--- config.mk ---
export PLATFORM = sky130hd
export DESIGN_NAME = sss_top
export DESIGN_NICKNAME = d
export VERILOG_FILES = /design/src/logic/sss_top.v /design/src/logic/sss_sync.v /design/src/logic/sss_blink.v
export VERILOG_INCLUDE_DIRS = /design/src /design/src/logic
export SDC_FILE = /design/constraint.sdc
export NUM_CORES = 1
export LEC_CHECK = 0
export BUFFER_PORTS_ARGS = -buffer_cell sky130_fd_sc_hd__buf_2
export CORE_MARGIN = 2
export CORE_UTILIZATION = 55
export CTS_BUF_LIST = sky130_fd_sc_hd__clkbuf_4 sky130_fd_sc_hd__clkbuf_8
export DETAILED_ROUTE_END_ITERATION = 10
export PLACE_DENSITY = 0.75
export RECOVER_POWER = 25
export SLEW_MARGIN = 10
export SYNTH_ARGS = -nofsm -noshare
export SYNTH_HDL_FRONTEND = slang
export SYNTH_SLANG_ARGS = --single-unit
export TNS_END_PERCENT = 50
--- constraint.sdc ---
create_clock -name mclk -period 63.8 [get_ports mclk]
set_clock_uncertainty 0.05 [all_clocks]
set_input_delay 3.19 -clock mclk [delete_from_list [all_inputs] [get_ports mclk]]
set_output_delay 3.19 -clock mclk [all_outputs]
set_load 0.03 [all_outputs]
--- src/logic/sss_consts.vh ---
`ifndef SSS_CONSTS_VH
`define SSS_CONSTS_VH

// clock rate and derived time bases
`define SSS_CLK_KHZ 125000
`define SSS_BLINK_HALF_MS 500
`define SSS_BLINK_HALF_CYC (`SSS_CLK_KHZ * `SSS_BLINK_HALF_MS)
`define SSS_HOUR_S 39'd3600
`define SSS_CLK_HZ 39'd125000000
`define SSS_CYC_PER_HOUR (`SSS_CLK_HZ * `SSS_HOUR_S)

// monitored condition bit positions
`define SSS_C_VOUT 0
`define SSS_C_IOUT 1
`define SSS_C_POUT 2
`define SSS_C_HOURS 3
`define SSS_C_TEMP 4
`define SSS_C_LIMIT 5
`define SSS_C_VIN 6
`define SSS_NCOND 7

// threshold ranges and defaults, percent (hours limit in hours)
`define SSS_VOUT_THR_MIN 8'h19
`define SSS_VOUT_THR_MAX 8'h87
`define SSS_VOUT_THR_DEF 8'h5A
`define SSS_IP_THR_MIN 8'h05
`define SSS_IP_THR_MAX 8'h96
`define SSS_IP_THR_DEF 8'h64
`define SSS_VIN_THR_DEF 8'h50
`define SSS_HOURS_DEF 24'h015630
`define SSS_HOURS_INF 24'hFFFFFF

// default routing
`define SSS_OUT1_MASK_DEF 7'h40
`define SSS_OUT2_MASK_DEF 7'h04
`define SSS_RELAY_MASK_DEF 7'h01

// analog output
`define SSS_SRC_VOUT 2'h0
`define SSS_SRC_IOUT 2'h1
`define SSS_SRC_POUT 2'h2
`define SSS_ANA_FULL_DEF 8'h7D
`define SSS_UA_MIN 16'h0FA0
`define SSS_UA_SPAN 22'h003E80

// fixed lamp thresholds, percent
`define SSS_LAMP_DCOK 8'h5A
`define SSS_LAMP_VIN 8'h50
`define SSS_LAMP_BAR1 8'h32
`define SSS_LAMP_BAR2 8'h4B
`define SSS_LAMP_BOOST 8'h64

// temperature, degrees C
`define SSS_DERATE_TEMP 8'h3C
`define SSS_WARN_MARGIN 8'h05

`endif

--- src/logic/sss_top.v ---
`include "sss_consts.vh"

module sss_top #(
	parameter [38:0] CYC_PER_HOUR = `SSS_CYC_PER_HOUR,
	parameter BLINK_HALF_CYC = `SSS_BLINK_HALF_CYC,
	parameter [7:0] DERATE_TEMP = `SSS_DERATE_TEMP,
	parameter [7:0] WARN_MARGIN = `SSS_WARN_MARGIN
) (
	// clock and reset
	input wire mclk,
	input wire rst,
	// measurements, percent of set or nominal (temp_c in degrees C), same clock
	input wire [7:0] vout_pct,
	input wire [7:0] iout_pct,
	input wire [7:0] pout_pct,
	input wire [7:0] vin_pct,
	input wire [7:0] temp_c,
	// asynchronous pins
	input wire output_overvoltage_limiter,
	input wire remote_off_pin,
	// configuration, captured on cfg_wr
	input wire cfg_wr,
	input wire [7:0] cfg_vout_thr,
	input wire [7:0] cfg_iout_thr,
	input wire [7:0] cfg_pout_thr,
	input wire [7:0] cfg_vin_thr,
	input wire [23:0] cfg_hours_lim,
	input wire [6:0] cfg_out1_mask,
	input wire cfg_out1_and,
	input wire cfg_out1_inv,
	input wire [6:0] cfg_out2_mask,
	input wire cfg_out2_and,
	input wire cfg_out2_inv,
	input wire [6:0] cfg_relay_mask,
	input wire cfg_relay_and,
	input wire cfg_relay_inv,
	input wire cfg_out2_analog,
	input wire [1:0] cfg_ana_src,
	input wire [7:0] cfg_ana_full,
	// status outputs
	output reg out1_ff,
	output reg out2_ff,
	output reg [15:0] out2_ua_ff,
	output reg relay_closed_ff,
	// front lamps
	output reg output_good_lamp_ff,
	output reg lamp_vin_ff,
	output reg lamp_bar1_ff,
	output reg lamp_bar2_ff,
	output reg lamp_bar3_ff,
	// power stage and status
	output reg power_en_ff,
	output reg boost_ff,
	output reg derate_ff,
	output reg [6:0] cond_ff,
	output reg [23:0] hours_ff
);

	////////////////////////////////////////////////////////////////////////
	// helpers

	function [7:0] clamp;
		input [7:0] v;
		input [7:0] lo;
		input [7:0] hi;
		begin
			if (v < lo) begin
				clamp = lo;
			end else if (v > hi) begin
				clamp = hi;
			end else begin
				clamp = v;
			end
		end
	endfunction

	// masked and/or over the condition vector, then optional inversion
	function combine;
		input [6:0] mask;
		input [6:0] cond;
		input use_and;
		input inv;
		begin
			if (mask == 7'h00) begin
				combine = inv;
			end else if (use_and) begin
				combine = (&(cond | ~mask)) ^ inv;
			end else begin
				combine = (|(cond & mask)) ^ inv;
			end
		end
	endfunction

	////////////////////////////////////////////////////////////////////////
	// configuration store

	reg [7:0] vout_thr_ff;
	reg [7:0] iout_thr_ff;
	reg [7:0] pout_thr_ff;
	reg [7:0] vin_thr_ff;
	reg [23:0] hours_lim_ff;
	reg [6:0] out1_mask_ff;
	reg out1_and_ff;
	reg out1_inv_ff;
	reg [6:0] out2_mask_ff;
	reg out2_and_ff;
	reg out2_inv_ff;
	reg [6:0] relay_mask_ff;
	reg relay_and_ff;
	reg relay_inv_ff;
	reg out2_analog_ff;
	reg [1:0] ana_src_ff;
	reg [7:0] ana_full_ff;

	always @(posedge mclk) begin
		if (rst) begin
			vout_thr_ff <= `SSS_VOUT_THR_DEF;
			iout_thr_ff <= `SSS_IP_THR_DEF;
			pout_thr_ff <= `SSS_IP_THR_DEF;
			vin_thr_ff <= `SSS_VIN_THR_DEF;
			hours_lim_ff <= `SSS_HOURS_DEF;
			out1_mask_ff <= `SSS_OUT1_MASK_DEF;
			out1_and_ff <= 1'b0;
			out1_inv_ff <= 1'b0;
			out2_mask_ff <= `SSS_OUT2_MASK_DEF;
			out2_and_ff <= 1'b0;
			out2_inv_ff <= 1'b0;
			// closed while output good, opens on undershoot
			relay_mask_ff <= `SSS_RELAY_MASK_DEF;
			relay_and_ff <= 1'b0;
			relay_inv_ff <= 1'b1;
			out2_analog_ff <= 1'b0;
			ana_src_ff <= `SSS_SRC_VOUT;
			ana_full_ff <= `SSS_ANA_FULL_DEF;
		end else if (cfg_wr) begin
			// out of range vout, iout and pout thresholds are pulled to the nearest limit
			vout_thr_ff <= clamp(cfg_vout_thr, `SSS_VOUT_THR_MIN,
				`SSS_VOUT_THR_MAX);
			iout_thr_ff <= clamp(cfg_iout_thr, `SSS_IP_THR_MIN,
				`SSS_IP_THR_MAX);
			pout_thr_ff <= clamp(cfg_pout_thr, `SSS_IP_THR_MIN,
				`SSS_IP_THR_MAX);
			vin_thr_ff <= cfg_vin_thr;
			hours_lim_ff <= cfg_hours_lim;
			out1_mask_ff <= cfg_out1_mask;
			out1_and_ff <= cfg_out1_and;
			out1_inv_ff <= cfg_out1_inv;
			out2_mask_ff <= cfg_out2_mask;
			out2_and_ff <= cfg_out2_and;
			out2_inv_ff <= cfg_out2_inv;
			relay_mask_ff <= cfg_relay_mask;
			relay_and_ff <= cfg_relay_and;
			relay_inv_ff <= cfg_relay_inv;
			out2_analog_ff <= cfg_out2_analog;
			// only voltage, current and power feed the analog output
			if (cfg_ana_src == `SSS_SRC_IOUT ||
				cfg_ana_src == `SSS_SRC_POUT) begin
				ana_src_ff <= cfg_ana_src;
			end else begin
				ana_src_ff <= `SSS_SRC_VOUT;
			end
			ana_full_ff <= cfg_ana_full;
		end
	end

	////////////////////////////////////////////////////////////////////////
	// pins

	wire limiter_lvl;
	wire remote_off_lvl;

	sss_sync u_sync_limit (
		.mclk(mclk),
		.rst(rst),
		.pin_in(output_overvoltage_limiter),
		.level_ff(limiter_lvl)
	);

	sss_sync u_sync_rem (
		.mclk(mclk),
		.rst(rst),
		.pin_in(remote_off_pin),
		.level_ff(remote_off_lvl)
	);

	wire blink;

	sss_blink #(
		.HALF_CYC(BLINK_HALF_CYC)
	) u_blink (
		.mclk(mclk),
		.rst(rst),
		.blink_ff(blink)
	);

	////////////////////////////////////////////////////////////////////////
	// operating hours

	reg [38:0] cyc_ff;

	// hour count saturates, so a long run never wraps back to zero
	always @(posedge mclk) begin
		if (rst) begin
			cyc_ff <= 39'h0000000000;
			hours_ff <= 24'h000000;
		end else if (cyc_ff >= CYC_PER_HOUR - 39'h0000000001) begin
			cyc_ff <= 39'h0000000000;
			if (hours_ff != `SSS_HOURS_INF) begin
				hours_ff <= hours_ff + 24'h000001;
			end
		end else begin
			cyc_ff <= cyc_ff + 39'h0000000001;
		end
	end

	////////////////////////////////////////////////////////////////////////
	// conditions

	reg [6:0] nxt_cond;
	wire sleep = remote_off_lvl;

	always @* begin
		nxt_cond = 7'h00;
		nxt_cond[`SSS_C_VOUT] = vout_pct < vout_thr_ff;
		nxt_cond[`SSS_C_IOUT] = iout_pct > iout_thr_ff;
		nxt_cond[`SSS_C_POUT] = pout_pct > pout_thr_ff;
		// all-ones limit means never
		nxt_cond[`SSS_C_HOURS] = (hours_lim_ff != `SSS_HOURS_INF) &&
			(hours_ff >= hours_lim_ff);
		// margin keeps the warning ahead of derating
		nxt_cond[`SSS_C_TEMP] = temp_c >= (DERATE_TEMP - WARN_MARGIN);
		nxt_cond[`SSS_C_LIMIT] = limiter_lvl;
		nxt_cond[`SSS_C_VIN] = vin_pct < vin_thr_ff;
	end

	////////////////////////////////////////////////////////////////////////
	// analog scaling

	reg [7:0] ana_val;
	reg [21:0] ana_num;
	reg [21:0] ana_quo;
	reg [15:0] nxt_ua;

	always @* begin
		ana_num = 22'h000000;
		ana_quo = 22'h000000;
		case (ana_src_ff)
			`SSS_SRC_IOUT: ana_val = iout_pct;
			`SSS_SRC_POUT: ana_val = pout_pct;
			default: ana_val = vout_pct;
		endcase
		if (ana_val > ana_full_ff) begin
			ana_val = ana_full_ff;
		end
		if (ana_full_ff == 8'h00) begin
			nxt_ua = `SSS_UA_MIN;
		end else begin
			ana_num = `SSS_UA_SPAN * {14'h0000, ana_val};
			ana_quo = ana_num / {14'h0000, ana_full_ff};
			nxt_ua = `SSS_UA_MIN + ana_quo[15:0];
		end
	end

	////////////////////////////////////////////////////////////////////////
	// outputs and lamps

	always @(posedge mclk) begin
		if (rst) begin
			cond_ff <= 7'h00;
			out1_ff <= 1'b0;
			out2_ff <= 1'b0;
			out2_ua_ff <= 16'h0000;
			relay_closed_ff <= 1'b0;
			output_good_lamp_ff <= 1'b0;
			lamp_vin_ff <= 1'b0;
			lamp_bar1_ff <= 1'b0;
			lamp_bar2_ff <= 1'b0;
			lamp_bar3_ff <= 1'b0;
			power_en_ff <= 1'b0;
			boost_ff <= 1'b0;
			derate_ff <= 1'b0;
		end else begin
			cond_ff <= nxt_cond;
			derate_ff <= temp_c >= DERATE_TEMP;
			power_en_ff <= ~sleep;
			if (sleep) begin
				// output-off: everything except derate, conditions and hours dark, low and open
				out1_ff <= 1'b0;
				out2_ff <= 1'b0;
				out2_ua_ff <= 16'h0000;
				relay_closed_ff <= 1'b0;
				output_good_lamp_ff <= 1'b0;
				lamp_vin_ff <= 1'b0;
				lamp_bar1_ff <= 1'b0;
				lamp_bar2_ff <= 1'b0;
				lamp_bar3_ff <= 1'b0;
				boost_ff <= 1'b0;
			end else begin
				out1_ff <= combine(out1_mask_ff, nxt_cond,
					out1_and_ff, out1_inv_ff);
				if (out2_analog_ff) begin
					out2_ff <= 1'b0;
					out2_ua_ff <= nxt_ua;
				end else begin
					out2_ff <= combine(out2_mask_ff, nxt_cond,
						out2_and_ff, out2_inv_ff);
					out2_ua_ff <= 16'h0000;
				end
				relay_closed_ff <= combine(relay_mask_ff, nxt_cond,
					relay_and_ff, relay_inv_ff);
				if (vout_pct >= `SSS_LAMP_DCOK) begin
					output_good_lamp_ff <= 1'b1;
				end else begin
					output_good_lamp_ff <= blink;
				end
				lamp_vin_ff <= vin_pct < `SSS_LAMP_VIN;
				// bars are cumulative: higher implies lower
				lamp_bar1_ff <= pout_pct > `SSS_LAMP_BAR1;
				lamp_bar2_ff <= pout_pct > `SSS_LAMP_BAR2;
				boost_ff <= pout_pct > `SSS_LAMP_BOOST;
				lamp_bar3_ff <= pout_pct > `SSS_LAMP_BOOST;
			end
		end
	end

endmodule

--- src/logic/sss_sync.v ---
`include "sss_consts.vh"

module sss_sync (
	// clock and reset
	input wire mclk,
	input wire rst,
	// pin side
	input wire pin_in,
	// clean level
	output reg level_ff
);

	reg s1_ff;
	reg s2_ff;
	reg s3_ff;

	// level only moves once two later stages agree
	always @(posedge mclk) begin
		if (rst) begin
			s1_ff <= 1'b0;
			s2_ff <= 1'b0;
			s3_ff <= 1'b0;
			level_ff <= 1'b0;
		end else begin
			s1_ff <= pin_in;
			s2_ff <= s1_ff;
			s3_ff <= s2_ff;
			if (s2_ff == s3_ff) begin
				level_ff <= s3_ff;
			end
		end
	end

endmodule

--- src/logic/sss_blink.v ---
`include "sss_consts.vh"

module sss_blink #(
	parameter HALF_CYC = `SSS_BLINK_HALF_CYC
) (
	// clock and reset
	input wire mclk,
	input wire rst,
	// square wave, half period HALF_CYC cycles
	output reg blink_ff
);

	reg [31:0] cnt_ff;

	always @(posedge mclk) begin
		if (rst) begin
			cnt_ff <= 32'h00000000;
			blink_ff <= 1'b0;
		end else if (cnt_ff >= HALF_CYC - 1) begin
			cnt_ff <= 32'h00000000;
			blink_ff <= ~blink_ff;
		end else begin
			cnt_ff <= cnt_ff + 32'h00000001;
		end
	end

endmodule

==> results.txt <==
Status - finished, violations left
Failing checks - max-capacitance violations, max-slew violations
Hpwl dp - 53.6 mm
CORE AREA - 41900 sq um
Hold Crit Start - u_sync_rem.s1_ff
Slew margin rel. - -148%
Fmax - 16.9 MHz
Routed vias/inst - 6.20
H-tree depth - 2
Die X - 210 microns
Syn Area/Cell - 7.86 sq um
Sequential element share of the synthesized area - 19.8%
Worst path bufs/invs - 15
Final WL - 69.1 mm
Clock transition at path regs - 60 ps
Most used cell, CP - o21a_1
Number of hold buffers added after cts - 0
CTS sink count - 231
Arr. time, crit path - 59400 ps
CP Class - primary input to flip-flop
Final setup violation count - 0
Post-DP Area - 24800 sq um
Ports - 197
Row count - 75
Library cells used by synthesis - 133
Fraction of registers with async set/reset - 0%
Worst skew pair latency - 620 ps
Synthesized instance count - 2973
Worst min-delay path class - flip-flop to flip-flop
Final Critical Period - 59000 ps
Register area - 4620 sq um
Layout cells sized above 1 - 14.2%
CP Capture Type - flip-flop
Largest net degree at the start of global routing - 83
DRC errors left - 0
Die height - 210 microns
Area of the multi-input gates - 17900 sq um
Post-route antenna net violation count - 0
CTS Buf Count - 42
Reg-to-Reg Start - ana_src_ff[0]
IO buf count - 196
Drt initial violations - 1582
Root Buffer - clkbuf_8
Gr usage total - 30.6%
Critical-path top delay cell - fa_1
Most frequent cells in the layout - nor2_1, ha_1, dfxtp_1, nand2_1, buf_2
FF-to-FF path depth - 261
Final hold vios - 0
Area grow syn2layout - 11.1%
Drt wl/cell - 18.5 microns
MaxCap Viol Count - 4
Nets@finish - 3577
Post-route cell area - 26000 sq um
Startpoint Class - primary input
Critical path data required time - 64200 ps
Top FF cell, synth - dfxtp_1
Post-synthesis cell area - 23400 sq um
Starting Density - 55.7%
Final Slew Violations - 188
Most common cell after layout, fill and taps aside - nor2_1
Initial antenna violation count - 7
Final RePlAce weighted congestion - 0.957
Post-synth EDFFs - 0
Total gr overflow - 0
Drt first pass iters - 7
Hold endpoint - u_sync_rem.s2_ff
Family with the most delay on the worst path - compound AO/OA/AOI/OAI gates
Die Area - 44200 sq um
Vias - 23200
RR Endpoint - out2_ua_ff[0]
Critical Path Max Stage Delay - 550 ps
CTS tree - yes
Final Cycle Share - 92.5%
First-pass GRT wire length - 112 mm
Reg-to-reg slack, setup - 6610 ps
CTS Buffer Depth - 3
Synth Register Bits - 231
Slew @ Worst Pin - 3720 ps
Worst Path Max Fanout - 31
WHS Path Cells - 1
Vias in the first global route - 22600
Fill count - 3747
Synth warn - 0
[metal layers]
metal | share of wire, % | global-route usage (%) | up-vias
li1 | - | - | 11300
met1 | 42 | 38.0 | 10900
met2 | 47 | 52.8 | 805
met3 | 6.7 | 5.57 | 206
met4 | 3.8 | 11.6 | 6
met5 | 0.059 | 0 | -
[sequential cells by signal, summed over array words and instances (netlist names), 8 cells and up]
register and cells:
cyc_ff 39, hours_lim_ff 24, vout_thr_ff 8, vin_thr_ff 8, pout_thr_ff 8, ana_full_ff 8
hours_ff 24, iout_thr_ff 8, out2_ua_ff 16, u_blink.cnt_ff 32
[worst max path at each step]
stage | startpoint | to | slack [ps] | cells past startpoint
2_1_floorplan | iout_pct[1] | out2_ua_ff[0] | 8140 | 274
3_3_place_gp | iout_pct[0] | out2_ua_ff[0] | 3190 | 259
3_5_place_dp | iout_pct[0] | out2_ua_ff[0] | 1140 | 260
4_1_cts | iout_pct[0] | out2_ua_ff[0] | 1530 | 260
5_1_grt | iout_pct[1] | out2_ua_ff[0] | -2 | 263
6_report | iout_pct[1] | out2_ua_ff[0] | 4800 | 261
[cell usage after synthesis (9+ instances only)]
cell      count  area [sq um]
inv_1       161           604
nand3_1      81           405
fa_1         20           400
xor2_1       77           674
mux2i_1      86           861
a22oi_1      14           105
o21ai_0     130           651
dfxtp_1     231          4620
and4_1       11          96.3
nand4_1      44           275
or3_1        35           219
a211oi_1     16           120
o31a_1        9          78.8
o211ai_1     44           330
a21oi_1     168           841
a221oi_1     10          87.6
o211a_1      11           110
nor4_1       22           138
a21o_1       61           458
nor2_1      366          1370
mux2_2       36           405
o21ai_1      18          90.1
and2_1       30           188
nand2_1     218           818
nor3_1       96           480
clkbuf_1     54           203
ha_1        248          3100
buf_2        11          55.1
xnor2_1      96           841
nand2b_1     43           269
or2_2        18           113
o21a_1       93           698
nor2b_1      45           282
a211o_1      10          87.6
and3_1       39           244
o31ai_1      35           263
a31oi_1      26           163
[cells by family (layout without fill, tap and decap cells)]
| logic type | Yosys count | in the layout | synth area share (%) |
|---|---|---|---|
| flip-flops | 231 | 231 | 19.8 |
| AO/OA/AOI/OAI | 797 | 797 | 24.4 |
| multiplexers | 131 | 131 | 5.91 |
| AND/OR/NAND/NOR | 1123 | 1123 | 24.1 |
| other | 1 | 9 | 0.0160 |
| adder cells (fa/ha/maj) | 268 | 268 | 15.0 |
| buffers and inverters | 248 | 470 | 4.27 |
| XOR/XNOR | 174 | 174 | 6.55 |
[what timing repair did]
action | CTS | global route
buffers inserted | 0 | 13
resized for setup | 0 | 24
endpoints found under the setup margin | 0 | 2
hold endpoints to repair | 0 | 0
[stage by stage]
step                      TNS, ps  setup slack [ps]  utilization, %  std cells  hold WS (ps)
after floorplan                 0              8140               -       2978           364
after global placement          0              3190            59.2       3652           367
after detailed placement        0              1140            59.2       3652           379
after CTS                       0              1530            61.4       3726           393
after global routing        -1.80             -1.80            61.9       3741           410
final                           0              4800            61.9       3742           389
[final cells by class]
class                      count  area share [%]
tap                          539            2.60
antenna                        3          0.0289
inverter                     165            2.39
timing repair buffer         231            4.79
multi-input combinational   2499            68.9
sequential                   231            17.8
clock buffer                  59            2.91
clock inverter                15           0.583
Power is left out: the tool's default activity adds up to more than one toggle a clock period on the data nets, which glitch-free logic cannot reach.
